## config.mk

```make
export PLATFORM = sky130hd
export DESIGN_NAME = sdg_watchdog
export DESIGN_NICKNAME = d
export VERILOG_FILES = /design/src/sdg_watchdog.v /design/src/sdg_tick_sync.v /design/src/sdg_prescaler.v
export VERILOG_INCLUDE_DIRS = /design/src
export SDC_FILE = /design/constraint.sdc
export NUM_CORES = 1
export LEC_CHECK = 0
export ABC_AREA = 1
export BUFFER_PORTS_ARGS = -buffer_cell sky130_fd_sc_hd__buf_2
export CELL_PAD_IN_SITES_DETAIL_PLACEMENT = 1
export CELL_PAD_IN_SITES_GLOBAL_PLACEMENT = 2
export CORE_MARGIN = 1
export CORE_UTILIZATION = 33
export CTS_CLUSTER_DIAMETER = 30
export CTS_CLUSTER_SIZE = 28
export DETAILED_ROUTE_END_ITERATION = 10
export PLACE_DENSITY = 0.91
export SLEW_MARGIN = 20
export SYNTH_ARGS = -nofsm -noshare
export SYNTH_HDL_FRONTEND = slang
export SYNTH_HIERARCHICAL = 1
export SYNTH_SLANG_ARGS = --single-unit
```

## constraint.sdc

```tcl
create_clock -name mclk -period 1.95 [get_ports mclk]
set_clock_uncertainty 0.15 [all_clocks]
set_input_delay 0.195 -clock mclk [delete_from_list [all_inputs] [get_ports mclk]]
set_output_delay 0.195 -clock mclk [all_outputs]
set_load 0.01 [all_outputs]
```

## src/sdg_consts.vh

```
// constants for the standalone watchdog register block
`ifndef SDG_CONSTS_VH
`define SDG_CONSTS_VH

// ****************************************
// register offsets (byte addresses)
// ****************************************
`define SDG_OFS_KEY 4'h0
`define SDG_OFS_PRESC 4'h4
`define SDG_OFS_RELOAD 4'h8
`define SDG_OFS_STATUS 4'hC

// ****************************************
// field positions and widths
// ****************************************
`define SDG_KEY_MSB 15
`define SDG_PRESC_MSB 2
`define SDG_RELOAD_MSB 11
`define SDG_STS_PRESC_BIT 0
`define SDG_STS_RELOAD_BIT 1

// ****************************************
// command words of the key field
// ****************************************
`define SDG_KEY_START 16'hCCCC
`define SDG_KEY_RELOAD 16'hAAAA
`define SDG_KEY_UNLOCK 16'h5555
`define SDG_KEY_FREEZE 16'h4567
`define SDG_KEY_THAW 16'h89AB

// ****************************************
// reset values
// ****************************************
`define SDG_KEY_RST 16'h0000
`define SDG_PRESC_RST 3'h0
`define SDG_RELOAD_RST 12'hFFF
`define SDG_CNT_START 12'hFFF

// ****************************************
// timing counts
// ****************************************
// low-speed ticks a new setting needs to reach the slow domain
`define SDG_UPD_TICKS 2'h2
// clock edges after reset release before the synchronised strap is trusted
`define SDG_STRAP_WAIT 2'h2

`endif

```

## src/sdg_watchdog.v

```verilog
// standalone watchdog: key decoder, protected registers, update flags, down-counter
//
// Functional notes
// key CCCC starts the counter; no effect once hardware start enabled it.
// key AAAA loads counter with reload value, restarting the count.
// key 5555 removes write protection of prescale and reload registers.
// key 4567 freezes the running counter.
// key 89AB releases the freeze, counting resumes.
// prescale writes ignored unless key field holds 5555.
// prescale value unchanged while its update flag is set.
// divider codes 0..5 give /4../128, others /256.
// prescale read returns held value; valid only when its flag is zero.
// 12-bit reload value at bits 11:0, resets to FFF.
// reload value writable only while unlocked by the key.
// reload value changes only while its update flag is zero.
// reload read returns held value; valid only when its flag is zero.
// status bit 1 set during reload transfer, cleared by hardware.
// status bit 0 set during prescale transfer, cleared by hardware.
// 16-bit key field resets to zero; only command words act.
// reset request when the enabled counter reaches zero.
// counting starts at FFF, one step per prescaled tick.
// any key other than 5555 restores write protection.
// reload command also restores write protection.
// while frozen, counter holds and no reset is raised.
// update flag rises with the accepted write, held until value usable.
`timescale 1ns/1ns
`include "sdg_consts.vh"
module sdg_watchdog
(
    // clock and reset
    input wire mclk,
    input wire reset_n,
    // register port
    input wire reg_wr_en,
    input wire reg_rd_en,
    input wire [3:0] reg_addr,
    input wire [31:0] reg_wdata,
    output reg [31:0] reg_rdata,
    // low-speed oscillator pin and hardware start strap
    input wire low_speed_osc,
    input wire hw_start_opt,
    // watchdog outputs
    output reg wdg_reset_req,
    output reg wdg_running,
    output reg [11:0] wdg_count
);

    // ****************************************
    // storage
    // ****************************************
    reg [15:0] key_reg;
    reg [2:0] presc_reg;
    reg [2:0] presc_act_reg;
    reg presc_busy_reg;
    reg [1:0] presc_upd_reg;
    reg [11:0] reload_reg;
    reg [11:0] reload_act_reg;
    reg reload_busy_reg;
    reg [1:0] reload_upd_reg;
    reg frozen_reg;
    reg hw_opt_seen_reg;
    reg hw_started_reg;
    reg restart_reg;
    reg strap_meta_reg;
    reg strap_sync_reg;
    reg [1:0] strap_wait_reg;

    wire osc_tick;
    wire div_tick;
    wire unlocked;
    wire key_wr;
    wire presc_wr;
    wire reload_wr;
    wire cmd_start;
    wire cmd_reload;
    wire cmd_freeze;
    wire cmd_thaw;

    // ****************************************
    // decoding
    // ****************************************
    assign unlocked = (key_reg == `SDG_KEY_UNLOCK);
    assign key_wr = reg_wr_en && (reg_addr == `SDG_OFS_KEY);
    // protection and busy both gate the write; a refused write is simply dropped
    assign presc_wr = reg_wr_en && (reg_addr == `SDG_OFS_PRESC)
        && unlocked && !presc_busy_reg;
    assign reload_wr = reg_wr_en && (reg_addr == `SDG_OFS_RELOAD)
        && unlocked && !reload_busy_reg;
    assign cmd_start = key_wr && (reg_wdata[15:0] == `SDG_KEY_START);
    assign cmd_reload = key_wr && (reg_wdata[15:0] == `SDG_KEY_RELOAD);
    // freeze and thaw words, acted on by the counter process
    assign cmd_freeze = key_wr && (reg_wdata[15:0] == `SDG_KEY_FREEZE);
    assign cmd_thaw = key_wr && (reg_wdata[15:0] == `SDG_KEY_THAW);

    // ****************************************
    // low-speed clock tick and prescaler
    // ****************************************
    sdg_tick_sync u_sync
    (
        .mclk(mclk),
        .reset_n(reset_n),
        .osc_in(low_speed_osc),
        .tick(osc_tick)
    );

    sdg_prescaler u_presc
    (
        .mclk(mclk),
        .reset_n(reset_n),
        .run(wdg_running && !frozen_reg),
        .restart(restart_reg),
        .divider_code(presc_act_reg),
        .osc_tick(osc_tick),
        .div_tick(div_tick)
    );

    // ****************************************
    // key register
    // ****************************************
    // every key write lands here, so any non-unlock word relocks
    always @(posedge mclk or negedge reset_n)
    begin
        if (!reset_n)
        begin
            key_reg <= `SDG_KEY_RST;
        end
        else if (key_wr)
        begin
            key_reg <= reg_wdata[15:0];
        end
    end

    // ****************************************
    // hardware start strap
    // ****************************************
    // the strap is a pin like any other, so it passes two flops first;
    // the wait count lets both stages fill before the value is trusted
    always @(posedge mclk or negedge reset_n)
    begin
        if (!reset_n)
        begin
            strap_meta_reg <= 1'b0;
            strap_sync_reg <= 1'b0;
            strap_wait_reg <= 2'h0;
        end
        else
        begin
            strap_meta_reg <= hw_start_opt;
            strap_sync_reg <= strap_meta_reg;
            if (strap_wait_reg != `SDG_STRAP_WAIT)
            begin
                strap_wait_reg <= strap_wait_reg + 2'h1;
            end
        end
    end

    // strap taken once after the synchroniser settles; later pin changes are ignored
    always @(posedge mclk or negedge reset_n)
    begin
        if (!reset_n)
        begin
            hw_opt_seen_reg <= 1'b0;
            hw_started_reg <= 1'b0;
        end
        else if (!hw_opt_seen_reg && (strap_wait_reg == `SDG_STRAP_WAIT))
        begin
            hw_opt_seen_reg <= 1'b1;
            hw_started_reg <= strap_sync_reg;
        end
    end

    // ****************************************
    // prescale register and its transfer
    // ****************************************
    // active copy is what the counter uses; it changes only when the flag drops
    always @(posedge mclk or negedge reset_n)
    begin
        if (!reset_n)
        begin
            presc_reg <= `SDG_PRESC_RST;
            presc_act_reg <= `SDG_PRESC_RST;
            presc_busy_reg <= 1'b0;
            presc_upd_reg <= 2'h0;
        end
        else if (presc_wr)
        begin
            presc_reg <= reg_wdata[`SDG_PRESC_MSB:0];
            presc_busy_reg <= 1'b1;
            presc_upd_reg <= 2'h0;
        end
        else if (presc_busy_reg && osc_tick)
        begin
            if (presc_upd_reg == (`SDG_UPD_TICKS - 2'h1))
            begin
                presc_busy_reg <= 1'b0;
                presc_act_reg <= presc_reg;
            end
            presc_upd_reg <= presc_upd_reg + 2'h1;
        end
    end

    // ****************************************
    // reload register and its transfer
    // ****************************************
    always @(posedge mclk or negedge reset_n)
    begin
        if (!reset_n)
        begin
            reload_reg <= `SDG_RELOAD_RST;
            reload_act_reg <= `SDG_RELOAD_RST;
            reload_busy_reg <= 1'b0;
            reload_upd_reg <= 2'h0;
        end
        else if (reload_wr)
        begin
            reload_reg <= reg_wdata[`SDG_RELOAD_MSB:0];
            reload_busy_reg <= 1'b1;
            reload_upd_reg <= 2'h0;
        end
        else if (reload_busy_reg && osc_tick)
        begin
            if (reload_upd_reg == (`SDG_UPD_TICKS - 2'h1))
            begin
                reload_busy_reg <= 1'b0;
                reload_act_reg <= reload_reg;
            end
            reload_upd_reg <= reload_upd_reg + 2'h1;
        end
    end

    // ****************************************
    // run, freeze and down-counter
    // ****************************************
    // a reload during a pending transfer uses the last transferred value
    always @(posedge mclk or negedge reset_n)
    begin
        if (!reset_n)
        begin
            wdg_running <= 1'b0;
            frozen_reg <= 1'b0;
            wdg_count <= `SDG_CNT_START;
            wdg_reset_req <= 1'b0;
            restart_reg <= 1'b0;
        end
        else
        begin
            restart_reg <= 1'b0;
            if (hw_started_reg)
            begin
                wdg_running <= 1'b1;
            end
            else if (cmd_start)
            begin
                wdg_running <= 1'b1;
            end
            if (cmd_freeze && wdg_running)
            begin
                frozen_reg <= 1'b1;
            end
            else if (cmd_thaw)
            begin
                frozen_reg <= 1'b0;
            end
            if (cmd_reload)
            begin
                wdg_count <= reload_act_reg;
                restart_reg <= 1'b1;
            end
            else if (div_tick && wdg_running && !frozen_reg && (wdg_count != 12'h000))
            begin
                wdg_count <= wdg_count - 12'h001;
            end
            // request stays until system reset takes the block down
            if (wdg_running && !frozen_reg && (wdg_count == 12'h000) && !cmd_reload)
            begin
                wdg_reset_req <= 1'b1;
            end
        end
    end

    // ****************************************
    // read path
    // ****************************************
    // key is write-only and reads as its reset value, zero
    always @(posedge mclk or negedge reset_n)
    begin
        if (!reset_n)
        begin
            reg_rdata <= 32'h0000_0000;
        end
        else if (reg_rd_en)
        begin
            case (reg_addr)
                `SDG_OFS_PRESC: reg_rdata <= {29'h0000_0000, presc_reg};
                `SDG_OFS_RELOAD: reg_rdata <= {20'h0_0000, reload_reg};
                `SDG_OFS_STATUS: reg_rdata <= {30'h0000_0000, reload_busy_reg,
                    presc_busy_reg};
                default: reg_rdata <= 32'h0000_0000;
            endcase
        end
    end

endmodule

```

## src/sdg_tick_sync.v

```verilog
// two-flop synchroniser and rising-edge detector for the low-speed oscillator
`timescale 1ns/1ns
module sdg_tick_sync
(
    // clock and reset
    input wire mclk,
    input wire reset_n,
    // oscillator pin in, tick out
    input wire osc_in,
    output reg tick
);

    reg meta_reg;
    reg sync_reg;
    reg last_reg;

    // only sync_reg looks at meta_reg; the edge is taken after the second stage
    always @(posedge mclk or negedge reset_n)
    begin
        if (!reset_n)
        begin
            meta_reg <= 1'b0;
            sync_reg <= 1'b0;
            last_reg <= 1'b0;
            tick <= 1'b0;
        end
        else
        begin
            meta_reg <= osc_in;
            sync_reg <= meta_reg;
            last_reg <= sync_reg;
            tick <= sync_reg & ~last_reg;
        end
    end

endmodule

```

## src/sdg_prescaler.v

```verilog
// prescaler dividing low-speed ticks by 4 to 256
`timescale 1ns/1ns
`include "sdg_consts.vh"
module sdg_prescaler
(
    // clock and reset
    input wire mclk,
    input wire reset_n,
    // control
    input wire run,
    input wire restart,
    input wire [2:0] divider_code,
    input wire osc_tick,
    // output
    output reg div_tick
);

    reg [7:0] div_cnt_reg;

    // last count value for a given code; codes 6 and 7 both give /256
    function [7:0] sdg_div_last;
        input [2:0] code;
        begin
            case (code)
                3'h0: sdg_div_last = 8'h03;
                3'h1: sdg_div_last = 8'h07;
                3'h2: sdg_div_last = 8'h0F;
                3'h3: sdg_div_last = 8'h1F;
                3'h4: sdg_div_last = 8'h3F;
                3'h5: sdg_div_last = 8'h7F;
                default: sdg_div_last = 8'hFF;
            endcase
        end
    endfunction

    // restart keeps a reload from being followed by a short first step
    always @(posedge mclk or negedge reset_n)
    begin
        if (!reset_n)
        begin
            div_cnt_reg <= 8'h00;
            div_tick <= 1'b0;
        end
        else
        begin
            div_tick <= 1'b0;
            if (restart || !run)
            begin
                div_cnt_reg <= 8'h00;
            end
            else if (osc_tick)
            begin
                if (div_cnt_reg >= sdg_div_last(divider_code))
                begin
                    div_cnt_reg <= 8'h00;
                    div_tick <= 1'b1;
                end
                else
                begin
                    div_cnt_reg <= div_cnt_reg + 8'h01;
                end
            end
        end
    end

endmodule

```

==> run metrics, run 1 <==
clk sinks 99; CP Max Fanout 9; Most common cell on crit path nand3_1; Area growth, synth to finish 16.52%; max-slew violations 0; crit-path cells inv_1 -> ha_1 -> nand2_1 -> nor2_2 -> nand2_2 -> nand2_4 -> buf_4 -> nand3_1 -> nand3_1; GRT Total Usage 0.1800; library cells used by synthesis 38; GPL Wtd Cong 0.7886; drt first pass iters 6; Pleak 2.950 nW; Starting Density 0.3384; Max Cap Viol 0; worst skew pair latency roughly 340 ps; end of the critical path wdg_count[10]$_DFFE_PN1P_; CP Launch Type flip-flop; Synth Instances 620; die width 126.8 um; clk buf depth 2; Levels on crit path 9; Worst setup startpoint wdg_count[0]$_DFFE_PN1P_; Final HPWL DP 10370 um; Clock Root Buffer clkbuf_16; maximum clock rate 538.6 MHz; # H-tree levels 3; CTS tree yes; pre-CTS setup slack between 80 and 90 ps; CTS buffer count 9; layout cells sized above 1 0.2507; min Tclk post-route 1857 ps; largest net degree at the start of global routing 33; Critical R2R Launch wdg_count[0]$_DFFE_PN1P_; die area 16090 sq um; Largest register FFs 16; core box area 15200 sq um; sequential share of the synthesized area 0.4904; Crit. End Element flip-flop; FF-to-FF setup slack 90 ps; initial antenna violation count 0; CP Buf/Inv Count 2; type of the worst setup path flip-flop to flip-flop; grt total ovfl 0; number of synthesized flops with an enable pin 0; first-pass GRT wire length between 20000 and 25000 um; Hold Fails Final Rpt 0; routed vias/inst 4.787; prevailing post-synth register cell dfrtp_1; Post-Syn Area around 5100 sq um; RSZ-0062 raised after global routing no; crit path DAT about 2000 ps; top cell type's share of synthesized area 0.3065; final worst setup slack 93.19 ps; IO Port Bufs 51; Worst VDD drop 0.4188 mV; CP Data Required Time 2060 ps; min-delay src reg_rd_en; Synth Area per Inst approximately 8.3 sq um; WL final 13410 um; Max stage delay on crit path 540 ps; number of global-route vias before repair 4463; via count 4241; Ports 88; post-route antenna net violation count 0; Warnings, synthesis 6; status complete, no violations; number of post-CTS setup repair buffers 0; DRT iter0 DRCs 210; Synth top cells by count 182 x nand2_1, 63 x dfrtp_1, 60 x inv_1; most common cell in the synthesized netlist nand2_1; FF+latch count, synth 99; n_diodes 0; critical path's top delay family simple AND/OR/NAND/NOR gates; final setup vio count 0; clock transition at the registers of the reported paths 70 ps; Area after DPL around 5600 sq um; drc violations 0; Pwr Density roughly 1000 nW/um^2; Die Y between 100 and 150 um; Slowest cell on crit path dfstp_2; ranking of synthesized cells by area dfrtp_1 31%, dfstp_2 18%, nand2_1 13%; Post-Layout Cell Count 886; post-synthesis async set-or-reset flop share 1.000; Total Negative Setup Slacks 0 ps; Nets 746; FF-to-FF End wdg_count[10]$_DFFE_PN1P_; Hold WC Path Type primary input to flip-flop; # placed instances 861; Reg2Reg Depth 9; Yosys top cell by area dfrtp_1; row count 45; fin area 5993 sq um; WL/cell between 15 and 20 um; final period utilization 0.9522
[layer usage]
metal / vias to the layer above / track usage / routed length [um]
met5: - / 0 / 0
met4: 0 / 0.03501 / 80
met3: 5 / 0.03796 / 402
met2: 74 / 0.3083 / 6618
met1: 2087 / 0.2351 / 6312
li1: 2075 / - / -
[how the worst min path moves through the flow]
| stage | to | slack [ps] | cells past startpoint |
|---|---|---|---|
| after floorplan | frozen_reg$_DFFE_PN0P_ | -250 | 0 |
| final | reg_rdata[2]$_DFFE_PN0P_ | 30 | 3 |
| after detailed placement | wdg_reset_req$_DFFE_PN0P_ | -0.9 | 1 |
| after CTS | key_reg[14]$_DFFE_PN0P_ | 20 | 3 |
| after global placement | wdg_reset_req$_DFFE_PN0P_ | -5 | 1 |
| after global routing | reload_reg[3]$_DFFE_PN1P_ | 40 | 3 |
[area by class of cell]
type                    instances  area [sq um]
fillers                      1873          9209
flip-flops and latches         99          2522
multi-input cells             437          2197
repair buffers                 75         485.5
inverters                      71         271.5
clock buffers                  12         256.5
well taps                     188         235.2
clock inverters                 4         25.02
[repair_timing]
item	in CTS	in global routing
endpoints found under the hold margin	77	0
hold buffers	9	0
endpoints found under the setup margin	0	16
gates resized for setup	0	4
[layout by cell type (no fill, tap or decap), types with 2 or more instances in the layout]
cell type,synthesis,layout
nand4_1,14,14
buf_12,0,2
o21ai_2,12,12
ha_1,11,11
clkinvlp_4,0,2
dfstp_2,36,36
nor2_1,45,45
nand2_4,1,2
buf_4,20,14
dfrtp_1,63,63
clkbuf_8,0,2
nor4_1,2,2
o21ai_1,4,5
nand3_4,2,2
nor3_1,5,5
nand2_1,182,182
buf_2,1,50
nand3_2,3,3
a21oi_1,5,5
conb_1,1,20
inv_2,11,10
nand2_2,8,7
xnor2_1,3,3
nand3_1,53,53
o21ai_0,38,37
nor2_2,10,10
inv_1,60,60
mux2_2,3,3
xor2_1,5,5
dlygate4sd3_1,0,9
clkinv_2,0,2
clkbuf_16,0,9
or2_2,2,2
[worst min-delay path, cell delays in order]
cell and delay (ps):
buf_2 160, nand2_1 80, nand2_1 40
[logic make-up (layout without fill, tap and decap cells)]
kind of cell | count (synthesis) | after routing | share of synthesized area
buf+inv | 103 | 162 | 0.09730
simple gates | 332 | 332 | 0.2919
fa+ha+maj | 11 | 11 | 0.02676
compound gates | 63 | 63 | 0.07273
mux | 3 | 3 | 0.006567
xor+xnor | 8 | 8 | 0.01362
other cells | 1 | 20 | 0.0007290
flops | 99 | 99 | 0.4904
[power by group]
| group | internal, mW | switching, mW |
|---|---|---|
| Sequential | 2.42 | 0.298 |
| Combinational | 0.596 | 0.971 |
| Clock | 0.931 | 0.762 |
| Total | 3.94 | 2.03 |
[through the flow]
| stage | power, mW | hold slack, ps | utilization |
|---|---|---|---|
| after floorplan | 3.746 | -250.6 | - |
| after global placement | 4.178 | -4.863 | 0.3691 |
| after detailed placement | 4.302 | -0.9320 | 0.3691 |
| after CTS | 6.043 | 23.43 | 0.3936 |
| after global routing | 6.398 | 38.70 | 0.3942 |
| final | 5.974 | 27.06 | 0.3942 |
Power figures use the tool's default switching activity.
==> inputs of run 2 (changes only) <==
--- a/config.mk
+++ b/config.mk
@@ -15,9 +15,8 @@
 export CTS_CLUSTER_DIAMETER = 30
 export CTS_CLUSTER_SIZE = 28
 export DETAILED_ROUTE_END_ITERATION = 10
-export PLACE_DENSITY = 0.91
+export PLACE_DENSITY = 0.92
 export SLEW_MARGIN = 20
 export SYNTH_ARGS = -nofsm -noshare
 export SYNTH_HDL_FRONTEND = slang
-export SYNTH_HIERARCHICAL = 1
 export SYNTH_SLANG_ARGS = --single-unit
==> constraint.sdc (replaced) <==
create_clock -name mclk -period 1.95 [get_ports mclk]
set_clock_uncertainty 0.15 [all_clocks]
set_input_delay 0.39 -clock mclk [delete_from_list [all_inputs] [get_ports mclk]]
set_output_delay 0.39 -clock mclk [all_outputs]
set_load 0.01 [all_outputs]
==> run 2 against run 1 <==
- register-to-register slack improved by 40 ps
- largest power group unchanged
- via count fell by 0.45%
- combinational power decreased by 4%
- hold slack improved by 150 ps
- first-iteration DRC count grew 2.9%
- non-clock buffer count down 11
- clock power is 16% higher
- design area shrank 2.7%
- critical path type unchanged
- sequential cell count is the same
- setup slack improved by 39 ps
- the flow now finishes with violations (DRC)
- final cell count shrank 2.6%
==> run metrics, run 2 <==
DRT iter0 DRCs 216 (was 210); largest net degree at the start of global routing 49 (was 33); via count 4222 (was 4241); number of post-CTS setup repair buffers 0 (unchanged); Post-Syn Area 5027 sq um (was 5144 sq um); Synth Area in XOR/XNOR 0.01742 (was 0.01362); row count 44 (was 45); drc violations 2 (was 0); Seq pwr share 0.436 (was 0.454); Largest register FFs 16 (unchanged); final hold slack 172.2 ps (was 27.06 ps); area of the multi-input gates 2156 sq um (was 2197 sq um); CP Data Required Time 2070 ps (was 2060 ps); Area growth, synth to finish 16.05% (was 16.52%); Die Y 125.4 um (was 126.8 um); maximum clock rate 550.2 MHz (was 538.6 MHz); initial antenna violation count 0 (unchanged); final period utilization 0.9320 (was 0.9522); Synth top cells by count 184 x nand2_1, 63 x dfrtp_1, 55 x nor2_1 (was 182 x nand2_1, 63 x dfrtp_1, 60 x inv_1); crit-path cells o21ai_2 -> ha_1 -> nand2_1 -> a21oi_1 -> nor2_2 -> nand4_1 -> o21ai_1 (was inv_1 -> ha_1 -> nand2_1 -> nor2_2 -> nand2_2 -> nand2_4 -> buf_4 -> nand3_1 -> nand3_1); compound-gate portion of the synthesized area 0.06745 (was 0.07273); top cell type's share of synthesized area 0.3136 (was 0.3065); Max stage delay on crit path 460 ps (was 540 ps); number of global-route vias before repair 4460 (was 4463); core box area 14700 sq um (was 15200 sq um); Clk pwr share 0.319 (was 0.283); Critical R2R Launch presc_act_reg[1]$_DFFE_PN0P_ (was wdg_count[0]$_DFFE_PN1P_); ranking of synthesized cells by area dfrtp_1 31%, dfstp_2 19%, nand2_1 14% (was dfrtp_1 31%, dfstp_2 18%, nand2_1 13%); min-delay src reg_wdata[15] (was reg_rd_en); FF+latch count, synth 99 (unchanged); mux share of post-synthesis cell area 0.002240 (was 0.006568); Pleak 2.806 nW (was 2.950 nW); Hold WC Path Type primary input to flip-flop (unchanged); Clock Root Buffer clkbuf_16 (unchanged); Worst setup startpoint presc_act_reg[1]$_DFFE_PN0P_ (was wdg_count[0]$_DFFE_PN1P_); failing checks DRC; WL/cell 15.30 um (was 15.14 um); Ports 88 (unchanged); clk sinks 99 (unchanged); Warnings, synthesis 0 (was 6); combinational share of power 0.244 (was 0.262); Yosys top cell by area dfrtp_1 (unchanged); Worst VDD drop 0.4965 mV (was 0.4188 mV); most common cell in the synthesized netlist nand2_1 (unchanged); Final HPWL DP 10130 um (was 10370 um); simple-gate share of the synthesized area 0.2967 (was 0.2919); FF-to-FF setup slack 130 ps (was 90 ps); fin util 0.3969 (was 0.3942); CTS buffer count 9 (unchanged); Sw Share 0.3249 (was 0.3399); IO Port Bufs 51 (unchanged); most frequent cells in the layout 183 x nand2_1, 61 x dfrtp_1, 54 x nor2_1 (was 182 x nand2_1, 63 x dfrtp_1, 60 x inv_1); Pwr Density 1051 nW/um^2 (was 996.8 nW/um^2); Nets 727 (was 746); prevailing post-synth register cell dfrtp_1 (unchanged); type of the worst setup path flip-flop to flip-flop (unchanged); number of synthesized flops with an enable pin 0 (unchanged); commonest non-fill, non-tap cell in the layout nand2_1 (unchanged); first-pass GRT wire length 22410 um (was 22470 um); die area 15730 sq um (was 16090 sq um); # H-tree levels 3 (unchanged); worst skew pair latency 350 ps (was 340 ps); adder-cell share of the synthesized area 0.02738 (was 0.02676); Fillers 1795 (was 1873); Synth Area per Inst 8.215 sq um (was 8.296 sq um); drt first pass iters 9 (was 6); CP Launch Type flip-flop (unchanged); Starting Density 0.3420 (was 0.3384); Slowest cell on crit path dfrtp_2 (was dfstp_2); routed vias/inst 4.892 (was 4.787); max-slew violations 0 (unchanged); WL final 13210 um (was 13410 um); layout cells sized above 1 0.2224 (was 0.2507); main combinational cell family by area after synthesis simple AND/OR/NAND/NOR gates (unchanged); Crit. End Element flip-flop (unchanged); final setup vio count 0 (unchanged); library cells used by synthesis 41 (was 38); CP Max Fanout 6 (was 9); clk buf depth 2 (unchanged); die width 125.4 um (was 126.8 um); GRT Total Usage 0.1802 (was 0.1800); status finished, violations left (was complete, no violations); Total Negative Setup Slacks 0 ps (unchanged); Max Cap Viol 0 (unchanged); sequential share of the synthesized area 0.5017 (was 0.4904); clock transition at the registers of the reported paths 70 ps (about the same); GPL Wtd Cong 0.8159 (was 0.7886); CTS tree yes (unchanged); Synth Instances 612 (was 620); Reg area 2525 sq um (was 2522 sq um); grt total ovfl 0 (unchanged); net switching power 1.993 mW (was 2.031 mW); internal power 4.141 mW (was 3.943 mW); post-route antenna net violation count 0 (unchanged); min Tclk post-route 1817 ps (was 1857 ps); crit path DAT 1940 ps (was 1970 ps); Hold Fails Final Rpt 0 (unchanged); n_diodes 0 (unchanged); Tot Pwr 6.134 mW (was 5.974 mW); post-synthesis async set-or-reset flop share 1.000 (unchanged)
==> run 2: power groups by stage <==
stage	Clock [mW]	Combinational (mW)	Sequential (mW)
final	1.96	1.50	2.68
after CTS	2.00	1.51	2.68
after global routing	2.08	1.73	2.73
after floorplan	0	1.01	2.68
after detailed placement	0	1.49	2.72
after global placement	0	1.41	2.70
==> run 2: what timing repair did <==
item | 4_1_cts | 5_1_grt
endpoints found under the setup margin | 0 | 11
hold endpoints to repair | 20 | 0
gates resized for setup | 0 | 7
hold buffers | 3 | 0
==> run 2: critical path, delay by kind of cell (launching register included) <==
family	cells	cell delay [ps]
flops	1	460
simple gates	3	450
compound gates	3	430
fa+ha+maj	1	240
==> run 2: kinds of logic (layout without fill, tap and decap cells) <==
logic type | Yosys count | after routing
other | 1 | 20
XOR/XNOR | 10 | 10
AO/OA/AOI/OAI | 64 | 64
AND/OR/NAND/NOR | 337 | 337
flip-flops | 99 | 99
buffers and inverters | 89 | 137
multiplexers | 1 | 1
adder cells (fa/ha/maj) | 11 | 11
==> run 2: stage by stage <==
stage                     std cells  instance area (sq um)  worst slack [ps]
after floorplan                 631                   5099             186.6
after global placement          844                   5468             122.6
after detailed placement        844                   5468             50.40
after CTS                       863                   5818             45.19
after global routing            863                   5834            -21.27
final                           863                   5834             132.5
==> run 2: metal layers <==
layer	vias up	GRT usage	wire (um)
met2	71	0.3131	6512
li1	2065	-	-
met5	-	0	0
met1	2073	0.2313	6124
met4	0	0.06456	178
met3	13	0.02011	390
==> run 2: area by class of cell <==
class / count / area share
Inverter: 57 / 0.03689
Sequential cell: 99 / 0.4328
Tap cell: 184 / 0.03946
Clock inverter: 4 / 0.01265
Multi-Input combinational cell: 443 / 0.3695
Clock buffer: 12 / 0.04225
Timing Repair Buffer: 64 / 0.06648
==> run 2: worst paths after layout <==
path | end | cells past startpoint
max | u_presc.div_cnt_reg[7]$_DFFE_PN0P_ | 7
min | key_reg[15]$_DFFE_PN0P_ | 3
max reg2reg | u_presc.div_cnt_reg[7]$_DFFE_PN0P_ | 7
min reg2reg | u_sync.sync_reg$_DFF_PN0_ | 0
max in group asynchronous | reload_reg[0]$_DFFE_PN1P_ | 3
min in group asynchronous | reg_rdata[11]$_DFFE_PN0P_ | 2
==> inputs of run 3 (changes only) <==
--- a/config.mk
+++ b/config.mk
@@ -11,11 +11,12 @@
 export CELL_PAD_IN_SITES_DETAIL_PLACEMENT = 1
 export CELL_PAD_IN_SITES_GLOBAL_PLACEMENT = 2
 export CORE_MARGIN = 1
-export CORE_UTILIZATION = 33
+export CORE_UTILIZATION = 35
 export CTS_CLUSTER_DIAMETER = 30
 export CTS_CLUSTER_SIZE = 28
 export DETAILED_ROUTE_END_ITERATION = 10
-export PLACE_DENSITY = 0.92
+export GPL_ROUTABILITY_DRIVEN = 0
+export PLACE_DENSITY = 0.95
 export SLEW_MARGIN = 20
 export SYNTH_ARGS = -nofsm -noshare
 export SYNTH_HDL_FRONTEND = slang
==> constraint.sdc (replaced) <==
create_clock -name mclk -period 2.2 [get_ports mclk]
set_clock_uncertainty 0.15 [all_clocks]
set_input_delay 0.44 -clock mclk [delete_from_list [all_inputs] [get_ports mclk]]
set_output_delay 0.44 -clock mclk [all_outputs]
set_load 0.01 [all_outputs]
==> run 3 against run 2 <==
- hold slack got worse by 130 ps
- sequential share of layout area rose by 0.77 points
- utilization rose by 1.4 points
- count of clock-buffer cells in the layout fell by 3
- largest cell class unchanged
- the run now ends clean
- sequential power fell by 11%
- critical endpoint is now wdg_count[8]$_DFFE_PN1P_
- final cell count fell by 1.3%
- fmax fell by 6.7%
- critical path type unchanged
- largest power group unchanged
- highest routed layer unchanged
- wire length fell by 1.2%
==> run metrics, run 3 (synthesis gave the netlist of run 2 again) <==
first-pass GRT wire length 21900 um (was 22410 um); initial antenna violation count 0 (unchanged); crit-path cells inv_1 -> ha_1 -> nand2_2 -> nor2_4 -> nand2_2 -> nand2_4 -> inv_2 -> nand3_1 -> nand3_1 (was o21ai_2 -> ha_1 -> nand2_1 -> a21oi_1 -> nor2_2 -> nand4_1 -> o21ai_1); die width 121.9 um (was 125.4 um); maximum clock rate 513.4 MHz (was 550.2 MHz); commonest non-fill, non-tap cell in the layout nand2_1 (unchanged); Critical R2R Launch wdg_count[0]$_DFFE_PN1P_ (was presc_act_reg[1]$_DFFE_PN0P_); clock transition at the registers of the reported paths 70 ps (about the same); clk sinks 99 (unchanged); row count 43 (was 44); CP Max Fanout 11 (was 6); max-slew violations 0 (unchanged); CP Launch Type flip-flop (unchanged); most frequent cells in the layout 184 x nand2_1, 63 x dfrtp_1, 55 x nor2_1 (was 183 x nand2_1, 61 x dfrtp_1, 54 x nor2_1); status complete, no violations (was finished, violations left); fin util 0.4110 (was 0.3969); Hold Path Depth 1 (was 3); die area 14850 sq um (was 15730 sq um); CP Data Required Time 2350 ps (was 2070 ps); worst skew pair latency 350 ps (about the same); Slew @ Worst Pin 671.7 ps; Hold Fails Final Rpt 0 (unchanged); Largest register FFs 16 (unchanged); via count 4183 (was 4222); FF-to-FF End wdg_count[8]$_DFFE_PN1P_ (was u_presc.div_cnt_reg[7]$_DFFE_PN0P_); grt total ovfl 0 (unchanged); FF-to-FF setup slack 250 ps (was 130 ps); pre-CTS setup slack 225.1 ps (was 50.40 ps); Pleak 2.750 nW (was 2.806 nW); IO Port Bufs 51 (unchanged); final period utilization 0.8854 (was 0.9320); Slowest cell on crit path dfstp_2 (was dfrtp_2); crit path DAT 2100 ps (was 1940 ps); Hold WC Path Type primary input to flip-flop (unchanged); final setup vio count 0 (unchanged); core box area 13930 sq um (was 14700 sq um); Clock Root Buffer clkbuf_16 (unchanged); CTS tree yes (unchanged); drc violations 0 (was 2); Tot Pwr 5.214 mW (was 6.134 mW); CTS buffer count 9 (unchanged); type of the worst setup path flip-flop to flip-flop (unchanged); Area growth, synth to finish 13.91% (was 16.05%); Crit. End Element flip-flop (unchanged); Max Cap Viol 0 (unchanged); DRT iter0 DRCs 212 (was 216); clk buf depth 2 (unchanged); CTS resizes 0 (unchanged); drt first pass iters 4 (was 9); RSZ-0062 raised after global routing no; routed vias/inst 4.910 (was 4.892); # H-tree levels 3 (unchanged); final hold slack 40.97 ps (was 172.2 ps); layout cells sized above 1 0.2128 (was 0.2224); WL final 13050 um (was 13210 um); final worst setup slack 252.1 ps (was 132.5 ps); hold path endpoint strap_meta_reg$_DFF_PN0_ (was key_reg[15]$_DFFE_PN0P_); Worst VDD drop 0.3994 mV (was 0.4965 mV); Reg2Reg Depth 9 (was 7); min-delay src hw_start_opt (was reg_wdata[15]); Max stage delay on crit path 550 ps (was 460 ps); post-route antenna net violation count 0 (unchanged); number of global-route vias before repair 4396 (was 4460); Starting Density 0.3608 (was 0.3420); Nets 720 (was 727); min Tclk post-route 1948 ps (was 1817 ps); Die Y 121.9 um (was 125.4 um); GRT Total Usage 0.1932 (was 0.1802); n_diodes 0 (unchanged); Ports 88 (unchanged); Pwr Density 910.6 nW/um^2 (was 1051 nW/um^2); slew margin rel. 0.5511; largest net degree at the start of global routing 39 (was 49); WL/cell 15.31 um (was 15.30 um); Total Negative Setup Slacks 0 ps (unchanged); Final HPWL DP 10110 um (was 10130 um)
==> run 3: changes by cell type in the layout (fill, tap and decap cells not counted), sizes merged <==
cell	previous run	this run
clkbuf	12	9
dlygate4sd3	3	1
bufinv	2	0
clkinv	3	5
inv	56	59
buf	61	56
==> run 3: critical path: cells and delay by family (launching register included) <==
| kind | cells | cell delay (ps) |
|---|---|---|
| buffers and inverters | 2 | 260 |
| adders and majority gates | 1 | 290 |
| DFF | 1 | 550 |
| and+or+nand+nor | 6 | 630 |
==> run 3: worst max path at each step <==
stage	depth (start not counted)	startpoint	slack [ps]	to
after floorplan	11	wdg_count[0]$_DFFE_PN1P_	440	wdg_count[3]$_DFFE_PN1P_
after global placement	9	reg_addr[1]	290	wdg_count[3]$_DFFE_PN1P_
after detailed placement	11	reg_wdata[0]	230	wdg_count[2]$_DFFE_PN1P_
after CTS	9	wdg_count[0]$_DFFE_PN1P_	240	wdg_count[10]$_DFFE_PN1P_
after global routing	9	wdg_count[0]$_DFFE_PN1P_	120	wdg_count[10]$_DFFE_PN1P_
final	9	wdg_count[0]$_DFFE_PN1P_	250	wdg_count[8]$_DFFE_PN1P_
==> run 3: timing repair <==
action	4_1_cts	5_1_grt
hold buffers	1	0
endpoints found under the hold margin	27	0
buffers inserted	0	0
==> run 3: layout make-up <==
type                            instances  area [sq um]
Inverter                               57         215.2
Timing Repair Buffer                   57         330.3
Sequential cell                        99          2522
Fill cell                            1719          8208
Clock inverter                          7         66.31
Multi-Input combinational cell        443          2142
Clock buffer                            9         225.2
Tap cell                              180         225.2
==> run 3: stage by stage <==
stage	instance area [sq um]	instances
4_1_cts	5727	852
5_1_grt	5727	852
2_1_floorplan	5099	631
6_report	5727	852
3_5_place_dp	5425	835
3_3_place_gp	5425	835
==> run 3: power breakdown <==
group	switching [mW]	total (mW)	leakage, nW	internal (mW)
sequential	0.248	2.38	1.18	2.13
clock	0.759	1.56	0.144	0.797
combinational	0.797	1.28	1.42	0.486
total	1.80	5.21	2.75	3.41
==> run 3: per-layer routing <==
metal  GRT usage  up-vias  wire length (um)
li1            -     2039                 -
met3     0.02481       19               511
met5           0        -                 0
met1      0.2457     2045              5729
met4     0.07639        0               264
met2      0.3316       80              6541
